## config.mk

```make
export PLATFORM = sky130hd
export DESIGN_NAME = frr_ctrl
export DESIGN_NICKNAME = d
export VERILOG_FILES = /design/src/logic/frr_pkg.sv /design/src/logic/frr_ctrl.sv /design/src/logic/frr_delay_timer.sv
export SDC_FILE = /design/constraint.sdc
export NUM_CORES = 1
export LEC_CHECK = 0
export BUFFER_PORTS_ARGS = -buffer_cell sky130_fd_sc_hd__buf_2
export CAP_MARGIN = 0
export CORE_ASPECT_RATIO = 1.2
export CORE_MARGIN = 2
export CORE_UTILIZATION = 30
export CTS_CLUSTER_DIAMETER = 40
export DETAILED_ROUTE_END_ITERATION = 6
export PLACE_DENSITY_LB_ADDON = 0.25
export SLEW_MARGIN = 20
export SYNTH_ARGS = -nofsm -noshare
export SYNTH_HDL_FRONTEND = slang
export SYNTH_SLANG_ARGS = --single-unit
export TNS_END_PERCENT = 5
```

## constraint.sdc

```tcl
create_clock -name clk_sys_i -period 2.5 [get_ports clk_sys_i]
set_input_delay 0.25 -clock clk_sys_i [delete_from_list [all_inputs] [get_ports clk_sys_i]]
set_output_delay 0.25 -clock clk_sys_i [all_outputs]
set_load 0.05 [all_outputs]
```

## src/logic/frr_pkg.sv

```systemverilog
// package for the fault response and restart controller
// assumes a single 40 MHz system clock domain
package frr_pkg;

  // response setting field positions
  localparam int RESP_MSB = 7;
  localparam int RESP_LSB = 6;
  localparam int RETRY_MSB = 5;
  localparam int RETRY_LSB = 3;
  localparam int DELAY_MSB = 2;
  localparam int DELAY_LSB = 0;

  // response setting reset value
  localparam logic [7:0] REACTION_RESET = 8'h80;

  // response codes
  localparam logic [1:0] RESP_IGNORE = 2'h0;
  localparam logic [1:0] RESP_RUN_DELAY = 2'h1;
  localparam logic [1:0] RESP_SHUTDOWN = 2'h2;
  localparam logic [1:0] RESP_WAIT_CLEAR = 2'h3;

  // retry codes
  localparam logic [2:0] RETRY_NONE = 3'h0;
  localparam logic [2:0] RETRY_FOREVER = 3'h7;

  // width of the delay unit counter
  localparam int UNIT_W = 8;
  localparam int SPAN_W = 8 + UNIT_W;

  // control states
  typedef enum logic [2:0] {
    FRR_ON,
    FRR_GRACE,
    FRR_OFF_WAIT,
    FRR_RETRY_WAIT,
    FRR_HOLD_OFF,
    FRR_LATCHED
  } frr_state_t;

endpackage

```

## src/logic/frr_ctrl.sv

```systemverilog
// fault response and restart controller for the output stage
// assumes fault_i and command inputs are synchronous to clk_sys_i
// and unit_tick_i is the one-cycle delay-unit pulse from the unit setting
//
// Overview of operation
// - code 00 ignores the fault and leaves the output running.
// - code 01 keeps running for the delay, then shuts down and follows the retry field if still faulty.
// - code 10 disables the output at once, then follows the retry field.
// - code 11 holds the output off while the fault lasts, then resumes.
// - any of status clear, clear-faults, reset, off-on, bias loss clears.
// - retry code 000 keeps the output off until the fault is cleared.
// - retry codes 1 to 6 give that many attempts, then stay off latched.
// - attempt starts are spaced by 2 to the delay field value times the delay unit.
// - retry code 111 restarts without any limit.
// - the retry count sits in bits 5:3 of the response setting.
// - delay field value n means 2 to the n delay units, 1 to 128.
// - endless retrying stops on off command, bias loss or another fault.
`timescale 1ns/1ps
`default_nettype none
module frr_ctrl (
  // clock and reset (reset models bias power)
  input wire logic clk_sys_i,
  input wire logic arst_n_i,
  // response setting access
  input wire logic cfg_we_i,
  input wire logic [7:0] cfg_wdata_i,
  output logic [7:0] cfg_rdata_o,
  // fault and clear sources
  input wire logic fault_i,
  input wire logic other_shutdown_i,
  input wire logic status_clear_i,
  input wire logic clear_faults_i,
  input wire logic reset_cmd_i,
  input wire logic output_cmd_on_i,
  input wire logic unit_tick_i,
  // output control and status
  output logic output_enable_o,
  output logic fault_latched_o,
  output logic [2:0] attempts_o
);

  frr_pkg::frr_state_t state;
  frr_pkg::frr_state_t next_state;
  logic [7:0] reaction;
  logic [2:0] attempts;
  logic [2:0] next_attempts;
  logic latched;
  logic cmd_on_q;
  logic timer_start;
  logic timer_done;
  logic fault_cleared;
  logic off_cmd;
  logic [1:0] resp;
  logic [2:0] retry;
  logic [2:0] delay_code;
  logic retries_left;
  logic next_runs;
  logic next_latched;

  // ---------------------------------------------
  // field decode
  // ---------------------------------------------
  assign resp = reaction[frr_pkg::RESP_MSB:frr_pkg::RESP_LSB];
  assign retry = reaction[frr_pkg::RETRY_MSB:frr_pkg::RETRY_LSB];
  assign delay_code = reaction[frr_pkg::DELAY_MSB:frr_pkg::DELAY_LSB];
  // endless retry or attempts still owed
  assign retries_left = (retry == frr_pkg::RETRY_FOREVER) ||
    (attempts < retry);
  // off command: on level falling
  assign off_cmd = cmd_on_q && !output_cmd_on_i;
  // any clear source, off-then-on seen as the off edge
  assign fault_cleared = status_clear_i || clear_faults_i ||
    reset_cmd_i || off_cmd;

  // ---------------------------------------------
  // register and status outputs
  // ---------------------------------------------
  assign cfg_rdata_o = reaction;
  assign fault_latched_o = latched;
  assign attempts_o = attempts;

  // response setting storage
  always_ff @(posedge clk_sys_i or negedge arst_n_i) begin
    if (!arst_n_i) begin
      reaction <= frr_pkg::REACTION_RESET;
    end else if (cfg_we_i) begin
      reaction <= cfg_wdata_i;
    end
  end

  // ---------------------------------------------
  // delay timer for grace and retry spacing
  // ---------------------------------------------
  frr_delay_timer u_timer (
    .clk_sys_i(clk_sys_i),
    .arst_n_i(arst_n_i),
    .start_i(timer_start),
    .unit_tick_i(unit_tick_i),
    .delay_code_i(delay_code),
    .done_o(timer_done)
  );

  // ---------------------------------------------
  // next state
  // ---------------------------------------------
  always_comb begin
    next_state = state;
    next_attempts = attempts;
    timer_start = 1'b0;
    unique case (state)
      frr_pkg::FRR_ON: begin
        if (fault_i && output_cmd_on_i) begin
          unique case (resp)
            frr_pkg::RESP_IGNORE: next_state = frr_pkg::FRR_ON;
            frr_pkg::RESP_RUN_DELAY: begin
              next_state = frr_pkg::FRR_GRACE;
              timer_start = 1'b1;
            end
            frr_pkg::RESP_SHUTDOWN: begin
              next_state = frr_pkg::FRR_OFF_WAIT;
            end
            frr_pkg::RESP_WAIT_CLEAR: begin
              next_state = frr_pkg::FRR_HOLD_OFF;
            end
          endcase
        end
      end
      frr_pkg::FRR_GRACE: begin
        if (!fault_i) begin
          next_state = frr_pkg::FRR_ON;
        end else if (timer_done) begin
          next_state = frr_pkg::FRR_OFF_WAIT;
        end
      end
      frr_pkg::FRR_OFF_WAIT: begin
        // output is off; decide on retrying
        if (retry == frr_pkg::RETRY_NONE || !retries_left) begin
          next_state = frr_pkg::FRR_LATCHED;
        end else begin
          next_state = frr_pkg::FRR_RETRY_WAIT;
          timer_start = 1'b1;
        end
      end
      frr_pkg::FRR_RETRY_WAIT: begin
        if (timer_done) begin
          next_state = frr_pkg::FRR_ON;
          if (retry != frr_pkg::RETRY_FOREVER) begin
            next_attempts = attempts + 3'h1;
          end
        end
      end
      frr_pkg::FRR_HOLD_OFF: begin
        if (!fault_i) begin
          next_state = frr_pkg::FRR_ON;
        end
      end
      frr_pkg::FRR_LATCHED: begin
        next_state = frr_pkg::FRR_LATCHED;
      end
      default: next_state = frr_pkg::FRR_LATCHED;
    endcase
    // other shutdown overrides everything, then off command and clears
    if (other_shutdown_i) begin
      next_state = frr_pkg::FRR_LATCHED;
    end else if (fault_cleared) begin
      next_state = frr_pkg::FRR_ON;
      next_attempts = 3'h0;
    end
    // a clean run after a retry also refills the attempts
    if (state == frr_pkg::FRR_ON && !fault_i && !timer_start) begin
      next_attempts = 3'h0;
    end
  end

  // ---------------------------------------------
  // registered state
  // ---------------------------------------------
  // output runs only in the on and grace states, and only
  // while it is commanded on
  assign next_runs = output_cmd_on_i &&
    (next_state == frr_pkg::FRR_ON || next_state == frr_pkg::FRR_GRACE);
  // the flag shows the latched state from the same edge
  assign next_latched = (next_state == frr_pkg::FRR_LATCHED);

  // control state
  always_ff @(posedge clk_sys_i or negedge arst_n_i) begin
    if (!arst_n_i) begin
      state <= frr_pkg::FRR_ON;
    end else begin
      state <= next_state;
    end
  end

  // restart attempts made since the last clear or clean run
  always_ff @(posedge clk_sys_i or negedge arst_n_i) begin
    if (!arst_n_i) begin
      attempts <= 3'h0;
    end else begin
      attempts <= next_attempts;
    end
  end

  // last on command; resets low so no false off edge follows reset
  always_ff @(posedge clk_sys_i or negedge arst_n_i) begin
    if (!arst_n_i) begin
      cmd_on_q <= 1'b0;
    end else begin
      cmd_on_q <= output_cmd_on_i;
    end
  end

  // ---------------------------------------------
  // output flags
  // ---------------------------------------------
  // latched fault flag, also cleared by reset as for bias loss
  always_ff @(posedge clk_sys_i or negedge arst_n_i) begin
    if (!arst_n_i) begin
      latched <= 1'b0;
    end else begin
      latched <= next_latched;
    end
  end

  // output enable from a flip-flop, held low through reset
  always_ff @(posedge clk_sys_i or negedge arst_n_i) begin
    if (!arst_n_i) begin
      output_enable_o <= 1'b0;
    end else begin
      output_enable_o <= next_runs;
    end
  end

endmodule
`default_nettype wire

```

## src/logic/frr_delay_timer.sv

```systemverilog
// delay timer: counts programmed delay units
// assumes unit_tick_i is a one-cycle enable pulse per delay unit
`timescale 1ns/1ps
`default_nettype none
module frr_delay_timer (
  // clock and reset
  input wire logic clk_sys_i,
  input wire logic arst_n_i,
  // control
  input wire logic start_i,
  input wire logic unit_tick_i,
  input wire logic [2:0] delay_code_i,
  // status
  output logic done_o
);

  logic [8:0] left;
  logic [8:0] span;

  // 2**code units, code 0..7 gives 1..128
  assign span = 9'h001 << delay_code_i;
  assign done_o = (left == 9'h001) && unit_tick_i;

  // -------------------------------------------
  // countdown
  // -------------------------------------------
  always_ff @(posedge clk_sys_i or negedge arst_n_i) begin
    if (!arst_n_i) begin
      left <= 9'h000;
    end else if (start_i) begin
      left <= span;
    end else if (unit_tick_i && left != 9'h000) begin
      left <= left - 9'h001;
    end
  end

endmodule
`default_nettype wire

```

==> results of run 1 <==
routing by layer:
metal / routed length (µm) / global-route usage
met2: 1640 / 0.235
met1: 1380 / 0.140
met3: 158 / 0.0218
met4: 26 / 0.0353
met5: 0 / 0
power by group:
| group | total, µW | internal (µW) | switching (µW) |
|---|---|---|---|
| Clock | 242 | 114 | 128 |
| Sequential | 611 | 508 | 102 |
| Combinational | 435 | 184 | 251 |
| Total | 1290 | 806 | 481 |
through the flow:
stage / std cells / utilization / hold slack (ns)
after CTS: 244 / 0.366 / 0.123
after global placement: 239 / 0.355 / 0.291
after global routing: 244 / 0.366 / 0.113
after floorplan: 152 / - / -0.0456
final: 244 / 0.366 / 0.130
after detailed placement: 239 / 0.355 / 0.295
worst max-delay path: stages (launching register included):
cell and delay, ns:
dfrtp_1 0.40, inv_1 0.11, ha_1 0.30, nand2_1 0.05, o21ai_1 0.26, a21oi_1 0.21, nor3_4 0.24, buf_4 0.21
mux2i_1 0.19
cell type report:
class	count	area, µm²
Clock buffer	4	45.0
Fill cell	504	3130
Inverter	8	30.0
Multi-Input combinational cell	113	831
Sequential cell	26	652
Tap cell	60	75.1
Timing Repair Buffer	33	175
cell usage in the layout, fill, tap and decap left out, types with 2 or more instances in the layout:
| cell | count |
|---|---|
| nor3_1 | 4 |
| nand3b_1 | 5 |
| inv_1 | 8 |
| nand2_1 | 13 |
| xnor2_1 | 3 |
| o21ai_0 | 5 |
| mux2_2 | 6 |
| buf_4 | 2 |
| mux2i_1 | 8 |
| nand3_1 | 4 |
| a21oi_1 | 3 |
| a31oi_1 | 3 |
| nor3b_1 | 3 |
| clkbuf_8 | 3 |
| xor2_1 | 7 |
| buf_2 | 30 |
| and2_1 | 3 |
| dfrtp_1 | 25 |
| nor2_1 | 14 |
| ha_1 | 6 |
| nand4_1 | 3 |
| o21a_1 | 2 |
sequential cells by signal (all words and copies together) (netlist names):
register and count:
attempts_o 3, cfg_rdata_o 8, cmd_on_q 1, fault_latched_o 1, output_enable_o 1, state 3
u_timer.left 9
logic make-up (layout without fill, tap and decap cells):
logic type / count (synthesis) / count (layout) / share of synthesized area
and+or+nand+nor: 60 / 60 / 0.231
xor gates and xnor gates: 10 / 10 / 0.0571
DFF: 26 / 26 / 0.425
AOI/OAI and AO/OA: 22 / 22 / 0.100
adders and majority gates: 6 / 6 / 0.0489
buffers and inverters: 13 / 45 / 0.0342
muxes: 15 / 15 / 0.104
worst min path at each step:
stage,slack (ns),cells after the start,to,startpoint
floorplan,-0.05,0,attempts_o[0],arst_n_i
global placement,0.29,1,cfg_rdata_o[6],arst_n_i
detailed placement,0.30,1,cfg_rdata_o[6],arst_n_i
CTS,0.12,1,cmd_on_q,output_cmd_on_i
global route,0.11,1,cmd_on_q,output_cmd_on_i
finish,0.13,1,cmd_on_q,output_cmd_on_i
==> metrics.txt, run 1 <==
r2r endpoint u_timer.left[7]; post-DP HPWL 2520 µm; Starting Density 0.311; crit share post-route 0.822; DR iter-0 viols 59; CP endpoint u_timer.left[7]; Critical Path AT between 2 and 2.5 ns; top_reg_cell synth dfrtp_1; Final Hold Fails 0; Hold-fix buffers, CTS 1; Async S/R FF share, synth 1.00; Cell Pwr Density 712 nW/µm²; postcts setup bufs 0; Routability Congestion 0.744; Clk Latency, worst-skew pair 0.27 ns; pre-CTS setup slack 0.422 ns; overall power 1290 µW; f_max approximately 0.49 GHz; Final nets 209; clk slew on worst S/H paths 0.09 ns; hold crit path type input port to flip-flop; Core Area 4940 µm²; TritonCTS clock tree built; Seq cells post-synth 26; IO Port Bufs 30; largest net degree at the start of global routing 27; r2r setup slk 0.44 ns; Leakage roughly 0.00085 µW; CTS Buffer Depth 2; worst reg2reg path depth 8; global route overflow 0; Design Area, Final 1810 µm²; initial antenna violation count 0; antenna diode count 0; Post-Syn Area 1540 µm²; area delta synth->final 17.8%; die width 69.3 µm; type of origin of the critical path flip-flop; Crit. End Element flip-flop; First-pass DRT Iterations 4; Routed Antenna Nets 0; Tot GR Track Use 0.122; min setup slack post-route 0.445 ns; dpl cell area 1750 µm²; post-synthesis sequential area ratio 0.425; CTS Buf Count 3; synth cell count leaders dfrtp_1 (25), nor2_1 (14), nand2_1 (13); Worst Tran Pin Value 0.591 ns; H-tree Lvls 1; clock sinks 26; layout cell share with drive strength beyond 1 0.272; Cell variety after synth 43; Mean Syn Cell Area 10.1 µm²; Rows 28; Req. time, crit path 2.69 ns; Max-slew headroom 0.606; critical path class flip-flop to flip-flop; final count of negative-setup-slack endpoints 0; Post-synth EDFFs 0; Die Span Y a little over 80 µm; top cell type's share of synthesized area 0.407; Synthesis Warnings 0; MaxCap Viol Count 0; post-synth net total between 150 and 200; Final min period 2.06 ns; RSZ-0062 raised after global routing no; Yosys top cell by area dfrtp_1; average wire per standard cell 13.1 µm; crit-path max FO 8; worst vdd ir 0.300 mV; io pins 31; Root Driver clkbuf_8; DRC 0; synth top area cells dfrtp_1 (41%), mux2i_1 (5.2%), ha_1 (4.9%); post-route setup TNS 0 ns; most common cell in the netlist dfrtp_1; vias in the first global route 1293; status finished clean; Worst Setup SP cfg_rdata_o[5]; post_cts resized 0; Synth Instances 152; Final Max Tran Viols 0; total wire length after detailed routing roughly 3200 µm; global-route wire length before repair 5670 µm; via-per-instance ratio 5.02; Setup Skew about 0.0094 ns; routed vias 1224; worst reg2reg startpoint cfg_rdata_o[5]; die area ~5700 µm²
Power figures use the tool's default switching activity.
==> run 2, diff against run 1 <==
Settings changed: ABC_AREA set to 1.
Clock period 2.5 ns to 1.75 ns, I/O delays scaled along.
==> metrics.txt, run 2 <==
Clk Latency, worst-skew pair 0.27 ns (about the same); cell chain of the critical path ha_4 -> nand2_1 -> inv_1 -> nand2_1 -> nand2_1 -> nand2_1 -> nand3_2 -> buf_4 -> inv_1 -> nor2_1 -> nor2_1 -> nor2_1; Flop pwr share 0.407 (-0.067); Async S/R FF share, synth 1.00 (unchanged); Final Hold Fails 0 (unchanged); clock sinks 26 (unchanged); average wire per standard cell 11.5 µm (-12%); die area 6130 µm² (+7.4%); crit share post-route 0.920 (+0.0977); main combinational cell family by area after synthesis simple AND/OR/NAND/NOR gates; vias in the first global route 1452 (+12%); most common cell in the netlist nand2_1; # fillers 592 (+17%); critical path class flip-flop to flip-flop; most common cell after layout, fill and taps aside nand2_1; Cell Pwr Density 1040 nW/µm² (+46%); die width 71.8 µm (+3.6%); io pins 31 (unchanged); Reg with most FFs u_timer.left; max incr delay on CP 0.44 ns (+0.04 ns); most frequent cells in the layout nand2_1 (63), inv_1 (30), buf_2 (30); Synthesis Warnings 0 (unchanged); switching power 842 µW (+75%); Worst Tran Pin Value 0.586 ns (-0.00504 ns); Die Span Y 85.4 µm (+3.6%); worst vdd ir 0.520 mV (+74%); hold crit path type input port to flip-flop; global route overflow 0 (unchanged); Crit. End Element flip-flop; Final Max Tran Viols 0 (unchanged); Cell variety after synth 25 (-42%); postcts setup bufs 0 (unchanged); sw frac 0.411 (+0.0369); Synth Instances 228 (+50%); Root Driver clkbuf_8; CTS Buffer Depth 2 (unchanged); global-route wire length before repair 6430 µm (+13%); Final nets 288 (+38%); synth top area cells dfrtp_1 (38%), nand2_1 (14%), inv_1 (7.3%); largest delay contributor family on the critical path simple AND/OR/NAND/NOR gates; Tot GR Track Use 0.132 (+0.00976); RSZ-0062 raised after global routing no; via-per-instance ratio 4.54 (-9.5%); area delta synth->final 19.0%; First-pass DRT Iterations 4 (unchanged); Rows 29 (+3.6%); Starting Density 0.312 (+0.00168); DRC 0 (unchanged); initial antenna violation count 0 (unchanged); final count of negative-setup-slack endpoints 0 (unchanged); largest net degree at the start of global routing 27 (unchanged); layout cell share with drive strength beyond 1 0.236 (-0.0360); max reg flops 9 (unchanged); clk slew on worst S/H paths 0.09 ns (about the same); Routability Congestion 0.772 (+3.8%); Max-slew headroom 0.610 (+0.00336); post-route setup TNS 0 ns (unchanged); Post-Syn Area 1660 µm² (+7.8%); type of origin of the critical path flip-flop; f_max 0.621 GHz (+28%); most used cell, CP nand2_1; Mean Syn Cell Area 7.26 µm² (-28%); Setup Skew 0.00120 ns (-0.00817 ns); top_reg_cell synth dfrtp_1; Crit-path slowest cell dfrtp_2; post-DP HPWL 2960 µm (+17%); Storage cell area 657 µm² (+0.77%); multi-input combinational cell area 875 µm² (+5.3%); synth cell count leaders nand2_1 (63), inv_1 (32), nor2_1 (26); Synth Area in XOR/XNOR 0.0265 (-0.0306); Yosys top cell by area dfrtp_1; MaxCap Viol Count 0 (unchanged); Core Area 5300 µm² (+7.2%); compound-cell area share of the yosys netlist 0.0658 (-0.0345); status finished clean; Pint 1210 µW (+50%); share of power burned in the clock network 0.195 (+0.007); post-synthesis mux area share 0 (-0.104); Routed Antenna Nets 0 (unchanged); antenna diode count 0 (unchanged); overall power 2050 µW (+59%); post-synthesis sequential area ratio 0.394 (-0.0308); post-synth net total 252 (+43%); Post-synth EDFFs 0 (unchanged); total wire length after detailed routing 3750 µm (+17%); routed vias 1475 (+21%); Post-Synth Simple-Gate Area 0.380 (+0.149); crit-path max FO 7 (-1); Leakage 0.00104 µW (+22%); TritonCTS clock tree built; DR iter-0 viols 27 (-54%); Seq cells post-synth 26 (unchanged); Final min period 1.61 ns (-0.446 ns); Critical Path AT 1.82 ns (-0.42 ns); top cell type's share of synthesized area 0.378 (-0.0296); CP bufs+invs 3 (+1); IO Port Bufs 30 (unchanged); worst hold slack 0.0446 ns (-0.0859 ns); Req. time, crit path 1.96 ns (-0.73 ns); CTS Buf Count 3 (unchanged); Comb power frac 0.398 (+0.060); Adder-Cell Fraction of Synth Area 0.0454 (-0.00355); H-tree Lvls 1 (unchanged)
[run 2: changes by cell type after synthesis, sizes merged, moves of 4 or more]
| cell | change |
|---|---|
| nand3 | +22 |
| inv | +27 |
| nand3b | -5 |
| o21ai | +8 |
| nor2 | +18 |
| mux2 | -7 |
| mux2i | -8 |
| nor3b | -4 |
| nand2 | +53 |
[run 2: path summary, 6_finish.rpt]
path	from	endpoint	slack (ns)	cells after the start
worst min register to register	u_timer.left[1]	u_timer.left[1]	0.49	2
worst min-delay path	output_cmd_on_i	cmd_on_q	0.04	1
worst max register to register	attempts_o[2]	output_enable_o	0.14	12
max in group asynchronous	arst_n_i	attempts_o[1]	0.90	2
min in group asynchronous	arst_n_i	u_timer.left[0]	0.43	2
worst max-delay path	attempts_o[2]	output_enable_o	0.14	12
[run 2: per-layer routing]
metal  track usage  wire length [µm]  up-vias  part of all wire
met5             0                 0        -                 0
met4        0.0463                57        0             0.015
met3        0.0143                94        4             0.025
met2         0.231              1840       24              0.49
met1         0.166              1760      657              0.47
li1              -                 -      790                 -
[run 2: worst register-to-register path, cell delays in order, from the launching register on]
cell and delay, ns:
dfrtp_2 0.44, ha_4 0.28, nand2_1 0.04, inv_1 0.04
nand2_1 0.04, nand2_1 0.05, nand2_1 0.07, nand3_2 0.09
buf_4 0.17, inv_1 0.05, nor2_1 0.14, nor2_1 0.05
nor2_1 0.08
[run 2: cell type report]
type                            count  area share
Multi-Input combinational cell    165       0.444
Inverter                           35      0.0667
Clock buffer                        4      0.0279
Timing Repair Buffer               33      0.0889
Tap cell                           62      0.0394
Sequential cell                    26       0.333
[run 2: kinds of logic (layout without fill, tap and decap cells)]
group	Yosys count	in the layout
buffers and inverters	37	72
AO/OA/AOI/OAI	20	20
flip-flops	26	26
XOR/XNOR	5	5
adder cells (fa/ha/maj)	6	6
AND/OR/NAND/NOR	134	134
[run 2: power groups by stage]
stage                     combinational, µW  sequential [µW]  clock (µW)
after floorplan                         551              894           0
after global placement                  816              847           0
after detailed placement                816              845           0
after CTS                               825              832         412
after global routing                    939              852         435
final                                   816              835         399
[run 2: repair_timing]
item	in CTS	in global routing
resized for setup	0	1
hold buffers	1	0
endpoints found under the setup margin	0	5
hold endpoints to repair	25	0
[run 2: metrics by stage]
| step | setup WS [ns] | instance area, µm² | util | cells |
|---|---|---|---|---|
| after floorplan | 0.0118 | 1670 | - | 228 |
| after global placement | 0.133 | 1900 | 0.359 | 320 |
| after detailed placement | 0.0904 | 1900 | 0.359 | 320 |
| after CTS | 0.0644 | 1970 | 0.371 | 325 |
| after global routing | 0.0163 | 1970 | 0.372 | 325 |
| final | 0.140 | 1970 | 0.372 | 325 |
==> run 3, diff against run 2 <==
Settings changed: ABC_AREA 1 to not set, SYNTH_HIERARCHICAL set to 1.
==> metrics.txt, run 3 <==
most frequent cells in the layout buf_4 (38), buf_2 (30), dfrtp_1 (21); met3 Use GR 0.0170 (+0.00274); max incr delay on CP 0.43 ns (about the same); DRC 0 (unchanged); most common cell in the netlist dfrtp_1; Yosys top cell by area dfrtp_1; area delta synth->final 41.3%; clock sinks 26 (unchanged); Req. time, crit path 1.91 ns (-0.05 ns); min setup slack post-route -0.108 ns (-0.248 ns); Synthesis Warnings 6 (+6); r2r endpoint u_timer/left[3]; Crit. End Element flip-flop; dpl cell area 2060 µm² (+8.2%); max reg flops 9 (unchanged); # fillers 486 (-18%); clk slew on worst S/H paths 0.09 ns (about the same); DR iter-0 viols 25 (-7.4%); top_reg_cell synth dfrtp_1; worst reg2reg path depth 8 (-4); synth cell count leaders dfrtp_1 (25), nor2_1 (12), o21ai_0 (11); fin cells 282 (-13%); worst vdd ir 0.474 mV (-8.9%); vias in the first global route 1420 (-2.2%); Post-Syn Area 1550 µm² (-6.6%); Final Util 0.442 (+0.0703); IO Port Bufs 30 (unchanged); CTS Buf Count 3 (unchanged); Worst Setup SP attempts_o[2]; antenna diode count 0 (unchanged); critical path class flip-flop to flip-flop; Cell Pwr Density 1040 nW/µm² (about the same); io pins 31 (unchanged); r2r setup slk -0.11 ns (-0.25 ns); type of origin of the critical path flip-flop; GR peak layer met2; Final Hold Fails 0 (unchanged); Reg with most FFs u_timer/left; post-synthesis sequential area ratio 0.422 (+0.0277); MaxCap Viol Count 0 (unchanged); routed vias 1420 (-3.7%); Leakage 0.000978 µW (-6.2%); met1 usage in global routing 0.160 (-0.00659); Starting Density 0.313 (+0.000599); Async S/R FF share, synth 1.00 (unchanged); crit-path max FO 6 (-1); worst reg2reg startpoint attempts_o[2]; CP endpoint u_timer/left[3]; Crit-path slowest cell dfrtp_2; Worst Tran Pin Value 0.591 ns (+0.00546 ns); crit share post-route 1.06 (+0.142); Rows 28 (-3.4%); average wire per standard cell 13.2 µm (+14%); global route overflow 0 (unchanged); die width 69.5 µm (-3.2%); cell chain of the critical path ha_4 -> nand2_1 -> o211ai_1 -> a22oi_2 -> nand2b_4 -> o21ai_4 -> buf_4 -> o31a_1; post-synth net total 175 (-31%); Synth Instances 151 (-34%); largest net degree at the start of global routing 27 (unchanged); TritonCTS clock tree built; Seq cells post-synth 26 (unchanged); Final Max Tran Viols 0 (unchanged); post-DP HPWL 2750 µm (-7.0%); Tot GR Track Use 0.133 (+0.00142); Routability Congestion 0.755 (-2.2%); failing checks setup timing; most common cell after layout, fill and taps aside buf_4; Post-synth EDFFs 0 (unchanged); Hold Path Depth 1 (unchanged); Final min period 1.86 ns (+0.248 ns); post-route setup TNS -0.626 ns (-0.626 ns); die area 5750 µm² (-6.2%); Cell variety after synth 50 (+100%); overall power 2270 µW (+11%); top cell type's share of synthesized area 0.405 (+0.0266); Clk Latency, worst-skew pair 0.27 ns (about the same); Max-slew headroom 0.606 (-0.00364); Core Area 4940 µm² (-6.8%); total wire length after detailed routing 3710 µm (-1.1%); Design Area, Final 2180 µm² (+11%); Cells after DPL 274 (-14%); First-pass DRT Iterations 4 (unchanged); layout cell share with drive strength beyond 1 0.477 (+0.242); global-route wire length before repair 6290 µm (-2.1%); initial antenna violation count 0 (unchanged); Setup Skew 0.00242 ns (+0.00121 ns); Final nets 247 (-14%); f_max 0.538 GHz (-13%); status complete, but fails checks; Die Span Y 82.7 µm (-3.2%); via-per-instance ratio 5.04 (+11%); synth top area cells dfrtp_1 (40%), ha_1 (4.9%), mux2_2 (4.4%); Root Driver clkbuf_8; hold crit path type input port to flip-flop; RSZ-0062 raised after global routing yes; Mean Syn Cell Area 10.2 µm² (+41%); CTS Buffer Depth 2 (unchanged); Routed Antenna Nets 0 (unchanged); Critical Path AT 2.02 ns (+0.20 ns); final count of negative-setup-slack endpoints 11 (+11); H-tree Lvls 1 (unchanged); met2 GRT Util 0.252 (+0.0204)
## run 3: timing repair
item / CTS / global route
pin swaps: 2 / 5
hold buffers: 1 / 0
endpoints found under the setup margin: 14 / 17
hold endpoints to repair: 25 / 0
setup buffers: 2 / 0
resized for setup: 3 / 9
gates cloned: 0 / 1
## run 3: per-layer routing
metal  part of all wire  wire, µm
met5                  0         0
met4              0.027       102
met3              0.029       108
met2               0.51      1900
met1               0.43      1600
## run 3: metrics by stage
stage / hold slack [ns] / setup WS (ns)
after floorplan: -0.121 / -0.155
after global placement: 0.218 / -0.270
after detailed placement: 0.216 / -0.261
after CTS: 0.0745 / -0.199
after global routing: 0.0680 / -0.260
final: 0.0844 / -0.108
## run 3: where the power goes
| group | switching, µW | internal, µW | total (µW) |
|---|---|---|---|
| logic | 580 | 534 | 1110 |
| registers | 88.8 | 723 | 811 |
| clock network | 184 | 163 | 347 |
## run 3: logic make-up (layout without fill, tap and decap cells)
| kind of cell | Yosys count | count (layout) | share of synthesized area |
|---|---|---|---|
| and+or+nand+nor | 51 | 51 | 0.194 |
| DFF | 26 | 26 | 0.422 |
| xor gates and xnor gates | 5 | 5 | 0.0283 |
| AOI/OAI and AO/OA | 41 | 42 | 0.210 |
| buffers and inverters | 13 | 83 | 0.0348 |
| adders and majority gates | 6 | 6 | 0.0485 |
| muxes | 9 | 9 | 0.0631 |
## run 3: how the worst min path moves through the flow
stage | to | slack, ns | start
3_5_place_dp | fault_latched_o | 0.22 | arst_n_i
4_1_cts | cmd_on_q | 0.07 | output_cmd_on_i
3_3_place_gp | fault_latched_o | 0.22 | arst_n_i
2_1_floorplan | attempts_o[0] | -0.12 | arst_n_i
6_report | cmd_on_q | 0.08 | output_cmd_on_i
5_1_grt | cmd_on_q | 0.07 | output_cmd_on_i
## run 3: cell type report
cell class	count	area [µm²]	area share
Multi-Input combinational cell	113	925	0.423
Sequential cell	26	657	0.301
Timing Repair Buffer	69	445	0.204
Tap cell	60	75.1	0.0344
Clock buffer	4	45.0	0.0206
Inverter	10	37.5	0.0172
## run 3: critical path: cells and delay by family (launching register included)
family          cells  cell delay [ns]
compound gates      4             0.71
fa+ha+maj           1             0.27
buf+inv             1             0.16
flops               1             0.43
simple gates        2             0.18
